==> config.mk <==
export PLATFORM = sky130hd
export DESIGN_NAME = dlim_top
export DESIGN_NICKNAME = d
export VERILOG_FILES = /design/src/dlim_sync.v /design/src/dlim_level.v /design/src/dlim_top.v
export VERILOG_INCLUDE_DIRS = /design/src
export SDC_FILE = /design/constraint.sdc
export NUM_CORES = 1
export LEC_CHECK = 0
export CAP_MARGIN = 20
export CORE_ASPECT_RATIO = 0.7
export CORE_MARGIN = 8
export CORE_UTILIZATION = 45
export DETAILED_ROUTE_END_ITERATION = 10
export DONT_BUFFER_PORTS = 1
export PLACE_DENSITY_LB_ADDON = 0.1
export SYNTH_ARGS = -nofsm -noshare
export SYNTH_HDL_FRONTEND = slang
export SYNTH_SLANG_ARGS = --single-unit
export TNS_END_PERCENT = 20
==> constraint.sdc <==
create_clock -name clk -period 10.47 [get_ports clk]
set_input_delay 0.5235 -clock clk [delete_from_list [all_inputs] [get_ports clk]]
set_output_delay 0.5235 -clock clk [all_outputs]
set_load 0.03 [all_outputs]
==> src/dlim_defines.vh <==
`ifndef DLIM_DEFINES_VH
`define DLIM_DEFINES_VH

// ****************************************************************
// Register byte offsets
// ****************************************************************
`define DLIM_OFS_RAW_NORMAL 8'h00
`define DLIM_OFS_EN_STAT_NORMAL 8'h04
`define DLIM_OFS_MASK_NORMAL 8'h08
`define DLIM_OFS_CLR_NORMAL 8'h0C
`define DLIM_OFS_SWI_CFG 8'h10
`define DLIM_OFS_RAW_FAST 8'h20
`define DLIM_OFS_EN_STAT_FAST 8'h24
`define DLIM_OFS_MASK_FAST 8'h28
`define DLIM_OFS_CLR_FAST 8'h2C
`define DLIM_OFS_EVT_STAT 8'h30
`define DLIM_OFS_EVT_CLR 8'h34
`define DLIM_OFS_EVT_EN 8'h38

// ****************************************************************
// Field layouts and reset values
// ****************************************************************
`define DLIM_SRC_BITS 32'h1FFF_FFFC
`define DLIM_MASK_BITS 32'h1FFF_FFFD
`define DLIM_ALL_BITS 32'hFFFF_FFFF
`define DLIM_FAST_REQ_BITS 32'hFFFF_FFFE
`define DLIM_SWI_BIT 32'h0000_0002
`define DLIM_SUM_MASK 32'h0000_0001
`define DLIM_SUM_BIT 0
`define DLIM_SWI_NORMAL_POS 1
`define DLIM_SWI_FAST_POS 2
`define DLIM_SWI_CFG_BITS 32'h0000_0006
`define DLIM_EVT_BITS 2'h3
`define DLIM_ZERO32 32'h0000_0000
`define DLIM_ZERO2 2'h0
`define DLIM_RST_MASK 32'h0000_0000
`define DLIM_RST_SWI 32'h0000_0000

// ****************************************************************
// AHB-Lite codes
// ****************************************************************
`define DLIM_HRESP_OKAY 1'b0
`define DLIM_ADDR_W 8

`endif

==> src/dlim_sync.v <==
`include "dlim_defines.vh"
`default_nettype none

module dlim_sync (
    input wire clk,
    input wire sys_rst,
    input wire [31:0] async_in,
    output reg [31:0] sync_out
);

    reg [31:0] stage1;
    reg [31:0] stage2;
    reg [31:0] stage3;

    // ****************************************************************
    // Three stage flops and an output flop; a change counts once stages two and three agree
    // ****************************************************************
    always @(posedge clk or posedge sys_rst) begin
        if (sys_rst) begin
            stage1 <= `DLIM_ZERO32;
            stage2 <= `DLIM_ZERO32;
            stage3 <= `DLIM_ZERO32;
            sync_out <= `DLIM_ZERO32;
        end else begin
            stage1 <= async_in;
            stage2 <= stage1;
            stage3 <= stage2;
            // Per bit: take stage three where the two agree
            sync_out <= (stage2 & stage3) | (sync_out & (stage2 ^ stage3));
        end
    end

endmodule // dlim_sync

`default_nettype wire

==> src/dlim_level.v <==
`include "dlim_defines.vh"
`default_nettype none

module dlim_level #(
    parameter [31:0] REQ_BITS = 32'hFFFF_FFFF
) (
    input wire clk,
    input wire sys_rst,
    input wire [31:0] src_word,
    input wire software_interrupt,
    input wire [31:0] mask_set,
    input wire [31:0] mask_clr,
    output reg [31:0] raw_status,
    output reg [31:0] enable_mask,
    output reg [31:0] enabled_status,
    output reg request
);

    reg [31:0] next_raw;
    reg [31:0] next_enabled;

    // Raw follows sources live; enabled is raw gated, software bit forced
    always @* begin
        next_raw = (src_word & `DLIM_SRC_BITS) | (src_word & `DLIM_SUM_MASK);
        if (software_interrupt) begin
            next_raw = next_raw | `DLIM_SWI_BIT;
        end
        next_enabled = (next_raw & enable_mask) | (next_raw & `DLIM_SWI_BIT);
    end

    // ****************************************************************
    // Mask, status and request flops
    // ****************************************************************
    always @(posedge clk or posedge sys_rst) begin
        if (sys_rst) begin
            raw_status <= `DLIM_ZERO32;
            enable_mask <= `DLIM_RST_MASK;
            enabled_status <= `DLIM_ZERO32;
            request <= 1'b0;
        end else begin
            raw_status <= next_raw;
            // Clear first, then set; reserved and software bits stay zero
            enable_mask <= ((enable_mask & ~mask_clr) | mask_set) & `DLIM_MASK_BITS;
            enabled_status <= next_enabled;
            request <= |(next_enabled & REQ_BITS);
        end
    end

endmodule // dlim_level

`default_nettype wire

==> src/dlim_top.v <==
// Chosen here: the address map and the AHB-Lite slave port.
`include "dlim_defines.vh"
`default_nettype none

module dlim_top (
    input wire clk,
    input wire sys_rst,
    input wire hsel,
    input wire [31:0] haddr,
    input wire [1:0] htrans,
    input wire hwrite,
    input wire [2:0] hsize,
    input wire [31:0] hwdata,
    input wire hready,
    output reg [31:0] hrdata,
    output reg hreadyout,
    output reg hresp,
    input wire [31:0] src_req,
    output reg irq_req,
    output reg fast_interrupt_request,
    output reg evt_irq
);

    // ****************************************************************
    // Declarations
    // ****************************************************************
    wire [31:0] src_sync;
    wire [31:0] raw_normal_status;
    wire [31:0] normal_enable_mask;
    wire [31:0] normal_enabled_status;
    wire normal_req;
    wire [31:0] raw_fast_status;
    wire [31:0] fast_enable_mask;
    wire [31:0] fast_enabled_status;
    wire fast_req;
    reg [31:0] software_interrupt_config;
    reg wr_pend;
    reg rd_pend;
    reg [7:0] ph_addr;
    reg [1:0] evt_status;
    reg [1:0] evt_enable;
    reg prev_normal;
    reg prev_fast;
    reg [31:0] normal_set;
    reg [31:0] normal_clr;
    reg [31:0] fast_set;
    reg [31:0] fast_clr;
    reg [1:0] evt_clr;
    reg [1:0] evt_set;
    reg [1:0] next_evt_status;
    reg [31:0] next_hrdata;
    wire addr_take;
    wire [31:0] normal_src;
    wire [31:0] fast_src;

    // Word decode of a captured byte offset
    function hit;
        input [7:0] addr;
        input [7:0] ofs;
        begin
            hit = (addr == ofs);
        end
    endfunction

    // Read multiplexer; unmapped and write-only locations read as zero
    function [31:0] read_word;
        input [7:0] addr;
        input [31:0] raw_n;
        input [31:0] sta_n;
        input [31:0] msk_n;
        input [31:0] swi_c;
        input [31:0] raw_f;
        input [31:0] sta_f;
        input [31:0] msk_f;
        input [1:0] e_stat;
        input [1:0] e_en;
        begin
            case (addr)
                `DLIM_OFS_RAW_NORMAL: read_word = raw_n;
                `DLIM_OFS_EN_STAT_NORMAL: read_word = sta_n;
                `DLIM_OFS_MASK_NORMAL: read_word = msk_n;
                `DLIM_OFS_SWI_CFG: read_word = swi_c;
                `DLIM_OFS_RAW_FAST: read_word = raw_f;
                `DLIM_OFS_EN_STAT_FAST: read_word = sta_f;
                `DLIM_OFS_MASK_FAST: read_word = msk_f;
                `DLIM_OFS_EVT_STAT: read_word = {30'h0000_0000, e_stat};
                `DLIM_OFS_EVT_EN: read_word = {30'h0000_0000, e_en};
                default: read_word = `DLIM_ZERO32;
            endcase
        end
    endfunction

    // ****************************************************************
    // Source synchroniser and the two levels
    // ****************************************************************
    // Sources stand outside the clock domain; a request must be sampled
    // high at two successive clock edges to be seen at all
    dlim_sync u_sync (
        .clk(clk),
        .sys_rst(sys_rst),
        .async_in(src_req),
        .sync_out(src_sync)
    );

    // Bit 0 of both raw words carries the fast summary
    assign normal_src = (src_sync & `DLIM_SRC_BITS) | {31'h0000_0000, fast_req};
    assign fast_src = (src_sync & `DLIM_SRC_BITS) | {31'h0000_0000, fast_req};

    dlim_level #(
        .REQ_BITS(`DLIM_ALL_BITS)
    ) u_normal (
        .clk(clk),
        .sys_rst(sys_rst),
        .src_word(normal_src),
        .software_interrupt(software_interrupt_config[`DLIM_SWI_NORMAL_POS]),
        .mask_set(normal_set),
        .mask_clr(normal_clr),
        .raw_status(raw_normal_status),
        .enable_mask(normal_enable_mask),
        .enabled_status(normal_enabled_status),
        .request(normal_req)
    );

    // Fast request ORs bits 31 to 1, so its own summary never loops
    dlim_level #(
        .REQ_BITS(`DLIM_FAST_REQ_BITS)
    ) u_fast (
        .clk(clk),
        .sys_rst(sys_rst),
        .src_word(fast_src),
        .software_interrupt(software_interrupt_config[`DLIM_SWI_FAST_POS]),
        .mask_set(fast_set),
        .mask_clr(fast_clr),
        .raw_status(raw_fast_status),
        .enable_mask(fast_enable_mask),
        .enabled_status(fast_enabled_status),
        .request(fast_req)
    );

    // ****************************************************************
    // AHB-Lite slave: address phase capture
    // ****************************************************************
    assign addr_take = hsel & htrans[1] & hready;

    // Pending flags: a write commits on the next edge, a read waits one
    always @(posedge clk or posedge sys_rst) begin
        if (sys_rst) begin
            wr_pend <= 1'b0;
            rd_pend <= 1'b0;
        end else if (rd_pend) begin
            // No new address is taken while the read wait stands
            wr_pend <= 1'b0;
            rd_pend <= 1'b0;
        end else begin
            wr_pend <= addr_take & hwrite;
            rd_pend <= addr_take & ~hwrite;
        end
    end

    // Offset of the transfer now in its data phase
    always @(posedge clk or posedge sys_rst) begin
        if (sys_rst) begin
            ph_addr <= {`DLIM_ADDR_W{1'b0}};
        end else if (addr_take & ~rd_pend) begin
            ph_addr <= haddr[`DLIM_ADDR_W-1:0];
        end
    end

    // Writes finish with no wait; a read holds ready low one cycle so
    // the returned word reflects any write completing just before
    always @(posedge clk or posedge sys_rst) begin
        if (sys_rst) begin
            hreadyout <= 1'b1;
        end else if (rd_pend) begin
            hreadyout <= 1'b1;
        end else begin
            hreadyout <= ~(addr_take & ~hwrite);
        end
    end

    // ****************************************************************
    // AHB-Lite slave: read data and response
    // ****************************************************************
    // Read multiplexer for the captured offset
    always @* begin
        next_hrdata = read_word(ph_addr, raw_normal_status, normal_enabled_status,
            normal_enable_mask, software_interrupt_config, raw_fast_status,
            fast_enabled_status, fast_enable_mask, evt_status, evt_enable);
    end

    // Read data loads at the end of the wait and holds until the next read
    always @(posedge clk or posedge sys_rst) begin
        if (sys_rst) begin
            hrdata <= `DLIM_ZERO32;
        end else if (rd_pend) begin
            hrdata <= next_hrdata;
        end
    end

    // Response: this slave never reports an error
    always @(posedge clk or posedge sys_rst) begin
        if (sys_rst) begin
            hresp <= `DLIM_HRESP_OKAY;
        end else begin
            hresp <= `DLIM_HRESP_OKAY;
        end
    end

    // ****************************************************************
    // Write decode into mask set and clear words
    // ****************************************************************
    always @* begin
        normal_set = `DLIM_ZERO32;
        normal_clr = `DLIM_ZERO32;
        fast_set = `DLIM_ZERO32;
        fast_clr = `DLIM_ZERO32;
        evt_clr = `DLIM_ZERO2;
        if (wr_pend) begin
            if (hit(ph_addr, `DLIM_OFS_MASK_NORMAL)) begin
                normal_set = hwdata;
                fast_clr = hwdata;
            end
            if (hit(ph_addr, `DLIM_OFS_CLR_NORMAL)) begin
                normal_clr = hwdata;
            end
            if (hit(ph_addr, `DLIM_OFS_MASK_FAST)) begin
                fast_set = hwdata;
                normal_clr = hwdata;
            end
            if (hit(ph_addr, `DLIM_OFS_CLR_FAST)) begin
                fast_clr = hwdata;
            end
            if (hit(ph_addr, `DLIM_OFS_EVT_CLR)) begin
                evt_clr = hwdata[1:0];
            end
        end
    end

    // ****************************************************************
    // Software interrupt config and event enable
    // ****************************************************************
    // Software interrupt config; reserved bits 31:3 and 0 stay zero
    always @(posedge clk or posedge sys_rst) begin
        if (sys_rst) begin
            software_interrupt_config <= `DLIM_RST_SWI;
        end else if (wr_pend & hit(ph_addr, `DLIM_OFS_SWI_CFG)) begin
            software_interrupt_config <= hwdata & `DLIM_SWI_CFG_BITS;
        end
    end

    // Event enable, read back in full
    always @(posedge clk or posedge sys_rst) begin
        if (sys_rst) begin
            evt_enable <= `DLIM_ZERO2;
        end else if (wr_pend & hit(ph_addr, `DLIM_OFS_EVT_EN)) begin
            evt_enable <= hwdata[1:0] & `DLIM_EVT_BITS;
        end
    end

    // ****************************************************************
    // Event status: rising edges of the two request lines
    // ****************************************************************
    always @* begin
        evt_set = {fast_req & ~prev_fast, normal_req & ~prev_normal};
        // A new event wins over a clear in the same cycle
        next_evt_status = (evt_status & ~evt_clr) | evt_set;
    end

    // Previous request levels; reset to the idle low level, so no false edge
    always @(posedge clk or posedge sys_rst) begin
        if (sys_rst) begin
            prev_normal <= 1'b0;
            prev_fast <= 1'b0;
        end else begin
            prev_normal <= normal_req;
            prev_fast <= fast_req;
        end
    end

    // Sticky event status and its level interrupt
    always @(posedge clk or posedge sys_rst) begin
        if (sys_rst) begin
            evt_status <= `DLIM_ZERO2;
            evt_irq <= 1'b0;
        end else begin
            evt_status <= next_evt_status;
            evt_irq <= |(next_evt_status & evt_enable);
        end
    end

    // ****************************************************************
    // Request lines to the core
    // ****************************************************************
    // Normal request, one flop after the level's own request
    always @(posedge clk or posedge sys_rst) begin
        if (sys_rst) begin
            irq_req <= 1'b0;
        end else begin
            irq_req <= normal_req;
        end
    end

    // Fast request, aligned with the normal one
    always @(posedge clk or posedge sys_rst) begin
        if (sys_rst) begin
            fast_interrupt_request <= 1'b0;
        end else begin
            fast_interrupt_request <= fast_req;
        end
    end

endmodule // dlim_top

`default_nettype wire

Word-level counts from Yosys, hierarchy flattened:

Index checks and enable logic that the tools add are counted.

* equal/unequal tests: 11
* multiplexer cells: 17
* bitwise operators: 34
* reductions and logical operators: 4

Operators with widths (number)
* case mux 32 bit (9 select lines): 1
* two-way mux 29 bit: 9
* AND 29 bit: 4
* AND 32 bit: 2
* inverter 29 bit: 2
* OR 29 x 1 -> 29 bit: 2
* OR 29 x 2 -> 29 bit: 2
* OR 29 bit: 2
* equality test 8 x 6 -> 1 bit (second input constant): 7
* OR 32 bit: 1
* OR reduction 32 bit: 1
* bitwise XOR 32 bit: 1
* OR reduction 31 bit: 1
* equality test 8 x 4 -> 1 bit (second input constant): 2
* AND 1 bit: 9
* equality test 8 x 3 -> 1 bit (second input constant): 1
* equality test 8 x 5 -> 1 bit (second input constant): 1
* logical NOT 8 bit: 1
* two-way mux 2 bit: 4
* inverter 1 bit: 5
* AND 2 bit: 2
* two-way mux 1 bit: 3
* inverter 2 bit: 1
* OR 2 bit: 1
* OR reduction 2 bit: 1

* register bits after elaboration: 360
* input bits: 106
* output and inout bits: 37
* logic and storage cells: 89

Depth between registers and ports, before layout:

Gate-level depths: netlist of run 1.

* depth in word-level cells: 8
* mapped depth: 8
* gate-level depth less buffers: 5

Modules after synthesis:

From an unflattened synthesis of run 1, not the netlist that was laid out.

* cells, all modules: 1123
* area, all modules: 13879.6 um^2

Modules (own cells, without submodules)
* dlim_top: times used 1, cells an instance 541, area an instance 4406.7 um^2, sequential area each 1302.5 um^2
* dlim_sync: times used 1, cells an instance 193, area an instance 3847.4 um^2, sequential area each 3203.1 um^2
* dlim_level at u_normal: times used 1, cells an instance 195, area an instance 2820.2 um^2, sequential area each 2152.1 um^2
* dlim_level at u_fast: times used 1, cells an instance 194, area an instance 2805.2 um^2, sequential area each 2152.1 um^2

Least setup slack after synthesis of run 1:

OpenSTA, ideal clock, no wires.

* path kind: reg-to-reg
* from: register u_sync.sync_out[25]
* to: register u_normal.request
* setup time: 0.139 ns
* arrival time: 1.955 ns
* data required time: 10.331 ns
* slack: 8.376 ns
* stages on the path, launching flop included: 5
* path buffers: 0
* clock period less this slack: 2.094 ns
* cells stage by stage: dfrtp_1 and2_4 or4_1 or4_1 or4_1

* cells in the longest elaborated chain, start to end: 5

Ends and longest elaborated chain
* start, declared: line dlim_sync.v:8 `output reg [31:0] sync_out`
* start signal, assigned: line dlim_sync.v:23 `` sync_out <= `DLIM_ZERO32; ``
* start signal, assigned: line dlim_sync.v:29 `sync_out <= (stage2 & stage3) | (sync_out & (stage2 ^ stage3));`
* OR 29 x 1 -> 29 bit: line dlim_top.v:106 `` assign normal_src = (src_sync & `DLIM_SRC_BITS) | {31'h0000_0000, fast_req}; ``
* OR 29 x 1 -> 29 bit: line dlim_level.v:24 `` next_raw = (src_word & `DLIM_SRC_BITS) | (src_word & `DLIM_SUM_MASK); ``
* AND 29 bit: line dlim_level.v:28 `` next_enabled = (next_raw & enable_mask) | (next_raw & `DLIM_SWI_BIT); ``
* OR 29 x 2 -> 29 bit: line dlim_level.v:28
* net u_normal.next_enabled[25]: line dlim_level.v:20 `reg [31:0] next_enabled;`
* OR reduction 32 bit: line dlim_level.v:45 `request <= |(next_enabled & REQ_BITS);`
* end signal, assigned: line dlim_level.v:45
* end, declared: line dlim_level.v:16 `output reg request`

The timed path passes the listed nets, and every way through them passes these cells.
A chain may end at the register's enable or synchronous reset.

==> run metrics, run 1 <==
worst setup margin=~7.6 ns; std cell rows=48; Crit path arrival time=between 3 and 4 ns; Num Clock Sinks=300; library cells used by synthesis=between 40 and 50; status=finished, final reports clean; GRT Residual Overflow=0; post-synthesis sequential area ratio=approximately two thirds; CTS tree=done; crit path max fanout=95; final-report hold violation count=0; Max Slew Vio Count=0; average wire per cell in the routed design=20.2 um; H-tree Lvls=1; fin util=~52%; startpoint types=input port; period utilisation layout=between 20% and 30%; most common cell after layout, fill and taps aside=dfrtp_1; Detailed Place HPWL=15.7 mm; Initial Util=45.3%; RSZ-0062 raised after global routing=false; Leak Pwr=between 5 and 6 nW; worst-margin pin slew=1.11 ns; area grow syn2layout=14.5%; gp weighted congestion=just under 0.8; largest net degree at the start of global routing=96; Post-Syn Area=between 0.01 and 0.015 mm^2; EDFF count, synth=0; largest area contributor in the netlist=dfrtp_1; clock root buffer=clkbuf_16; drt drc=0; Die Height=~150 um; Post-Route WL=between 20 and 25 mm; first-pass GRT wire length=a little under 40 mm; number of antenna violations at the first check in global routing=2; die area=0.0299 mm^2; worst path required time=11.01 ns; Final Non-Filler Cells=about 1200; via count=about 6700; IO Count=143; most frequent cells in the layout=dfrtp_1, o21ai_0, mux2i_1; nets@finish=between 1000 and 1500; synth top area cells=dfrtp_1, o21ai_0, mux2i_1; Setup TNS=0 ns; layout cell share with drive strength beyond 1=under 10%; vias in the first global route=7035; Setup violations, final=0; Placed Instances=roughly 1200; slew margin rel.=26.0%; Port Buf Inserts=0; critical path class=in -> async; Die Wd=203 um; Design Area, Final=between 0.01 and 0.015 mm^2; Clock Pin Slew Worst Setup and Hold Paths=around 0.060 ns; Synth async-reset ratio=100%; Clock Path Buffers=3; MaxCap Viol Count=0; Synth Warn #=0; maximum vdd ir drop=between 0.0001 and 0.00015 V; CTS Buf Count=30; post-synthesis cell count=~850; Max Clk Rate=~0.35 GHz; Worst-Skew Late Latency=approximately 0.54 ns; Power Density=194 mW/mm^2; vias per cell=about 5.4; DR pass1 iterations=8; Area after DPL=0.0114 mm^2; number of routed nets with antenna violations=0; detailed router's first-iteration violation count=slightly above 400; Total Routing Usage GR=about 17%; CP Capture Type=async pin; Place WS=7.56 ns; syn avg cell area=13.0 um^2; Placeable Area=roughly 0.024 mm^2; share of the synthesized area in the top cell type=67.8%; HP Class=in -> reg; Final min period=between 2 and 3 ns; number of synthesized register bits=300; main flop type after synthesis=dfrtp_1; Final Skew=about 0.010 ns
==> layout make-up <==
class	count	area, um^2
diodes	1	2.50
clock buffers	51	891
clock inverters	4	26.3
fillers	2101	11700
inverters	35	139
multi-input cells	478	3240
flip-flops and latches	300	7510
well taps	325	407
repair buffers	42	425
==> cells in the mapped netlist, types with 3 or more instances <==
master	n
dfrtp_1	299
o21ai_0	142
or4_1	12
o22ai_1	30
buf_1	6
nor3_1	4
nand3_1	4
nand2_1	37
a21o_1	27
ha_1	27
or2_2	4
nor4_1	3
mux2_2	14
and3_1	3
buf_4	4
a22oi_1	26
and2_1	54
clkbuf_1	29
inv_1	35
mux2i_1	56
nor2_1	8
or3_1	3
==> state kept, by name, summed over array words and instances, names as in the netlist, 2 cells and up <==
register                 count
u_normal.enabled_status     28
u_fast.enable_mask          28
u_sync.stage2               27
evt_enable                   2
evt_status                   2
u_normal.enable_mask        28
u_sync.stage1               27
hrdata                      29
u_sync.sync_out             27
u_fast.enabled_status       28
u_sync.stage3               27
u_fast.raw_status           29
read_word.swi_c              2
ph_addr                      8
==> per-layer routing <==
| layer | wire, um | part of all wire (%) | track usage, % |
|---|---|---|---|
| met1 | 10900 | 44 | 22.5 |
| met2 | 11600 | 47 | 26.5 |
| met3 | 1750 | 7.0 | 4.55 |
| met4 | 579 | 2.3 | 4.77 |
| met5 | 13 | 0.052 | 0 |
==> kinds of logic (layout without fill, tap and decap cells) <==
logic type | Yosys count | count (layout) | synth area share (%)
DFF | 300 | 300 | 68.0
AOI/OAI and AO/OA | 234 | 234 | 12.4
and+or+nand+nor | 142 | 142 | 7.22
buffers and inverters | 76 | 132 | 2.74
muxes | 70 | 70 | 6.50
adders and majority gates | 27 | 27 | 3.06
other | 1 | 5 | 0.0340
xor gates and xnor gates | 1 | 1 | 0.0793
==> critical path, stage by stage <==
cell           delay, ns
dlygate4sd3_1       0.61
inv_8               0.45
buf_4               0.86
buf_4               0.85
==> final timing paths <==
path / startpoint / end / slack, ns / cells after the start
min: hwrite / wr_pend / 0.13 / 2
max reg2reg: ph_addr[5] / evt_irq / 8.00 / 5
min reg2reg: u_sync.stage1[28] / u_sync.stage2[28] / 0.35 / 0
min in group asynchronous: sys_rst / u_sync.stage2[7] / 0.58 / 2
max: sys_rst / u_fast.raw_status[14] / 7.61 / 4
max in group clk: ph_addr[5] / evt_irq / 8.00 / 5
==> report_power, final <==
group,internal (mW),switching [mW]
Combinational,0.0691,0.102
Clock,0.575,0.418
Sequential,1.23,0.0565
Total,1.87,0.576
==> through the flow <==
| stage | total power [mW] | hold WS, ns |
|---|---|---|
| floorplan | 1.41 | 0.331 |
| global placement | 1.46 | 0.334 |
| detailed placement | 1.47 | 0.335 |
| CTS | 2.48 | 0.108 |
| global route | 2.56 | 0.100 |
| finish | 2.45 | 0.125 |
==> repair_timing <==
action	CTS	global route
endpoints found under the hold margin	119	0
gates resized for setup	0	0
setup buffers	0	0
hold buffers	28	0
setup endpoints to repair	0	0
Note: power is estimated with default switching activity, not from simulation.
==> inputs of run 2 (changes only) <==
Clock period 10.47 ns to 2.6 ns, I/O delays scaled along.
==> run 2 against run 1 <==
  * Total power increased to 4.1 times the previous value
  * Highest routed layer unchanged
  * Global-route usage increased by 0.28 points
  * Clock skew increased by 0.0022 ns
  * Worst setup slack got worse by 7.3 ns
==> run metrics, run 2 (synthesized netlist as in run 1, its figures left out) <==
H-tree Lvls=1; worst path required time=3.02 ns; first-pass GRT wire length=about 41 mm; vias in the first global route=around 7300; Port Buf Inserts=0; diode count=0; Detailed Place HPWL=16.6 mm; most frequent cells in the layout=dfrtp_1, o21ai_0, dlygate4sd3_1; number of routed nets with antenna violations=0; average wire per cell in the routed design=between 15 and 20 um; HP Class=in -> reg; Design Area, Final=around 0.013 mm^2; drt drc=0; Leak Pwr=around 6.1 nW; Setup violations, final=0; Max Clk Rate=0.443 GHz; Crit path arrival time=2.68 ns; Clock Pin Slew Worst Setup and Hold Paths=around 0.060 ns; Num Clock Sinks=300; MaxCap Viol Count=0; Worst-Skew Late Latency=around 0.56 ns; maximum vdd ir drop=about 0.00052 V; CTS tree=done; die area=roughly 0.030 mm^2; number of antenna violations at the first check in global routing=1; largest net degree at the start of global routing=between 90 and 100; clock root buffer=clkbuf_16; detailed router's first-iteration violation count=~440; Die Wd=a little over 200 um; critical path class=reg -> reg; layout cell share with drive strength beyond 1=roughly 9%; fillers=a little over 2000; Die Height=between 100 and 150 um; IO Count=~140; register area=about 0.0075 mm^2; DR pass1 iterations=5; std cell rows=48; final-report hold violation count=0; startpoint types=flip-flop; Hold Buf Count CTS=66; Area after DPL=between 0.01 and 0.015 mm^2; cells resized by post-CTS repair=0; Final Skew=0.0125 ns; Max Slew Vio Count=0; Place WS=between 0.3 and 0.4 ns; most common cell after layout, fill and taps aside=dfrtp_1; nets@finish=1064; CP Capture Type=flip-flop; slew margin rel.=approximately half; period utilisation layout=86.8%; Final min period=between 2 and 2.5 ns; area grow syn2layout=18.7%; RSZ-0062 raised after global routing=false; GRT Residual Overflow=0; vias per cell=approximately 5.3; multi-input logic area=between 0.003 and 0.004 mm^2; Pwr Total=approximately 10 mW; worst setup margin=roughly 0.34 ns; CTS Buf Count=29; Placeable Area=roughly 0.024 mm^2; Post-CTS Setup Repair Bufs=0; via count=slightly below 7000; Initial Util=between 40% and 50%; gp weighted congestion=0.774; status=finished, final reports clean; Clock Path Buffers=3; Post-Route WL=25.2 mm; hold_ws=0.102 ns; top flop regs=hrdata (29), u_fast.raw_status (29); Total Routing Usage GR=17.0%; crit path max fanout=4; Power Density=roughly 760 mW/mm^2; worst-margin pin slew=0.756 ns
[run 2: cell types whose count changed in the layout (fill, tap and decap cells not counted), sizes merged]
cell,change
dlygate4sd3,+38
buf,+7
clkbuf,-4
bufinv,+1
clkinvlp,+1
diode,-1
inv,-1
[run 2: metal layers]
layer / routed length, um / vias up / track usage, %
met5: 8 / - / 0
met2: 11900 / 125 / 27.7
met1: 11600 / 3419 / 22.9
met3: 1260 / 37 / 4.27
li1: - / 3141 / -
met4: 420 / 2 / 3.80
[run 2: cell type report]
cell class              count  share of cell area, %
well taps                 325                   3.10
clock inverters             5                  0.497
repair buffers             87                   6.72
multi-input cells         478                   24.7
inverters                  35                   1.03
flip-flops and latches    300                   57.3
clock buffers              47                   6.59
[run 2: stage by stage]
stage               std cells  TNS (ns)  util (%)
floorplan                 854   -453.80         -
global placement         1159         0      47.2
detailed placement       1159         0      47.2
CTS                      1277         0      53.7
global route             1277         0      53.7
finish                   1277         0      53.7
[run 2: final timing paths]
kind,from,end,slack [ns],cells past startpoint
min in group asynchronous,sys_rst,ph_addr[5],0.20,2
worst max register to register,u_sync.sync_out[25],u_normal.request,0.34,4
worst min register to register,u_sync.stage1[20],u_sync.stage2[20],0.34,0
worst max-delay path,u_sync.sync_out[25],u_normal.request,0.34,4
worst min-delay path,hready,wr_pend,0.10,2
max in group asynchronous,sys_rst,u_fast.enabled_status[0],1.49,3
[run 2: report_power, final]
group,switching [mW],total [mW],internal (mW)
clock network,1.72,4.08,2.36
logic,0.400,0.730,0.330
registers,0.259,5.20,4.94
total,2.38,10.0,7.63
[run 2: critical path: stages (launching register included)]
cell,delay [ns]
dfrtp_1,0.40
and2_4,0.18
or4_1,0.52
or4_1,0.49
or4_1,0.53
==> inputs of run 3 (changes only) <==
Settings changed: ABC_AREA set to 1.
==> run 3 against run 2 <==
  * Worst setup slack better by 0.44 ns
  * Synthesized area rose by 4.2%
  * Sequential share of layout area is 2.3 points lower
  * Global-route usage up 0.28 points
  * Synthesized cell count increased by 33%
  * Combinational power is 41% lower
  * Clock power grew 21%
  * Total power up 3.3%
  * Critical path depth up 5
  * Cell count grew 22%
  * Wire length up 5.1%
  * Largest cell class unchanged
==> run metrics, run 3 <==
status=finished, final reports clean; CTS tree=done; Die Wd=207 um; Setup violations, final=0; Port Buf Inserts=0; RSZ-0062 raised after global routing=false; post-synthesis sequential area ratio=65.3%; worst setup margin=between 0.7 and 0.8 ns; main flop type after synthesis=dfrtp_1; fillers=2266; area grow syn2layout=18.6%; mux cell area share after synthesis=0.196%; share of the synthesized area in the top cell type=between 60% and 70%; DR pass1 iterations=4; post-synthesis xor/xnor area fraction=0%; gp weighted congestion=~0.76; hold_ws=0.0401 ns; Max Clk Rate=0.549 GHz; drt drc=0; average wire per cell in the routed design=approximately 17 um; Area after DPL=approximately 0.012 mm^2; number of antenna violations at the first check in global routing=0; synth top area cells=dfrtp_1, nand2_1, nand3_1; largest family of logic cells by synthesized area=simple AND/OR/NAND/NOR gates; GRT Residual Overflow=0; clock root buffer=clkbuf_16; Initial Util=approximately 45%; CTS Buf Count=30; top-count cell post-synth=nand2_1; Post-Route WL=26.5 mm; Leak Pwr=7.23 nW; period utilisation layout=between 70% and 80%; slew margin rel.=52.1%; MaxCap Viol Count=0; final-report hold violation count=0; crit path max fanout=26; IO Count=between 100 and 150; Place WS=between 0.7 and 0.8 ns; via count=around 7700; die area=0.0310 mm^2; Post-CTS Setup Repair Bufs=0; startpoint types=flip-flop; Die Height=150 um; Placed Instances=roughly 1400; Max Slew Vio Count=0; Synth Area in Adders=under 10%; simple-gate share of the synthesized area=19.8%; Detailed Place HPWL=between 15 and 20 mm; std cell rows=slightly below 50; HP Class=in -> async; Worst-Skew Late Latency=between 0.5 and 0.6 ns; Setup TNS=0 ns; Clock Path Buffers=3; Final min period=around 1.8 ns; post-synthesis cell count=1130; largest area contributor in the netlist=dfrtp_1; maximum vdd ir drop=0.000426 V; diode count=0; vias in the first global route=~7700; Synth async-reset ratio=between 90% and 100%; worst-margin pin slew=around 0.7 ns; critical path class=reg -> reg; compound-cell area share of the yosys netlist=a little over 6%; Final Non-Filler Cells=between 1500 and 2000; worst path required time=3.08 ns; detailed router's first-iteration violation count=450; Synth Warn #=0; most common cell after layout, fill and taps aside=nand2_1; layout cell share with drive strength beyond 1=just over 8%; Post-Syn Area=approximately 0.012 mm^2; Crit path arrival time=between 2 and 2.5 ns; nets@finish=approximately 1300; Final Skew=~0.011 ns; number of routed nets with antenna violations=0; Power Density=758 mW/mm^2; top flop regs=hrdata (29), u_fast.raw_status (29); CP Capture Type=flip-flop; syn avg cell area=around 10 um^2; Synth top cells by count=nand2_1, dfrtp_1, inv_1, nand3_1, o21ai_1; Num Clock Sinks=300; EDFF count, synth=0; first-pass GRT wire length=around 43 mm; Clock Pin Slew Worst Setup and Hold Paths=roughly 0.060 ns; library cells used by synthesis=29; H-tree Lvls=1; most frequent cells in the layout=nand2_1, dfrtp_1, inv_1; largest net degree at the start of global routing=~110; Placeable Area=approximately 0.025 mm^2; Design Area, Final=approximately 0.014 mm^2; number of synthesized register bits=300; Total Routing Usage GR=about 17%; vias per cell=about 4.9
## run 3: cell types whose count changed in the layout (fill, tap and decap cells not counted), moves of 11 or more
cell / before / now
and2_1: 54 / 0
a22oi_1: 26 / 0
nand3_1: 4 / 85
o21ai_0: 142 / 33
inv_1: 34 / 87
mux2_2: 14 / 2
mux2i_1: 56 / 0
o21ai_1: 0 / 47
nand4_1: 2 / 13
or4_1: 12 / 0
o22ai_1: 30 / 1
nor2_1: 8 / 22
nand2_1: 37 / 395
## run 3: critical path, cell delays in order (launching register included)
cell and delay (ns):
dfrtp_1 0.42, inv_2 0.09, nand2_1 0.09, nor2_4 0.18, nand2_4 0.20, inv_4 0.35
nand2_1 0.09, nand3_1 0.10, o21ai_1 0.11, nand2_1 0.10
## run 3: cell type report
type	instances	area (um^2)	area share [%]
Sequential cell	300	7510	55.0
Multi-Input combinational cell	695	3370	24.7
Clock buffer	39	856	6.27
Timing Repair Buffer	80	828	6.07
Tap cell	331	414	3.03
Inverter	98	377	2.76
Clock inverter	17	292	2.14
## run 3: path summary, 6_finish.rpt
check / from / endpoint / depth (start not counted) / slack, ns
min in group clk: src_req[23] / u_sync.stage1[23] / 1 / 0.13
max in group asynchronous: sys_rst / u_sync.stage1[21] / 4 / 1.56
setup / recovery: ph_addr[5] / hrdata[28] / 9 / 0.78
setup reg to reg: ph_addr[5] / hrdata[28] / 9 / 0.78
hold / removal: sys_rst / evt_enable[0] / 2 / 0.04
hold reg to reg: u_sync.stage1[23] / u_sync.stage2[23] / 0 / 0.35
## run 3: metrics by stage
step	util [%]	power (mW)
3_3_place_gp	46.6	5.42
6_report	53.8	10.3
4_1_cts	53.8	10.5
2_1_floorplan	-	5.30
3_5_place_dp	46.6	5.42
5_1_grt	53.8	10.7
## run 3: timing repair
action                                 4_1_cts  5_1_grt
endpoints found under the hold margin      242        0
hold buffers                                66        0
gates resized for setup                      0        0
## run 3: kinds of logic after synthesis
kind of cell | count (synthesis)
and+or+nand+nor | 538
DFF | 300
buffers and inverters | 138
AOI/OAI and AO/OA | 124
adders and majority gates | 27
muxes | 2
other | 1
## run 3: power breakdown
group          switching, mW  internal, mW  leakage (nW)  total (mW)
sequential             0.125          4.86          3.82        4.98
clock                   1.82          3.11         0.567        4.93
combinational          0.264         0.167          2.85       0.431
total                   2.21          8.14          7.23        10.3
## run 3: layer usage
metal | up-vias | global-route usage, % | wire (um)
met4 | 0 | 3.53 | 414
met1 | 3733 | 25.2 | 13100
met5 | - | 0 | 0
met3 | 31 | 3.87 | 1290
met2 | 147 | 26.5 | 11700
li1 | 3750 | - | -
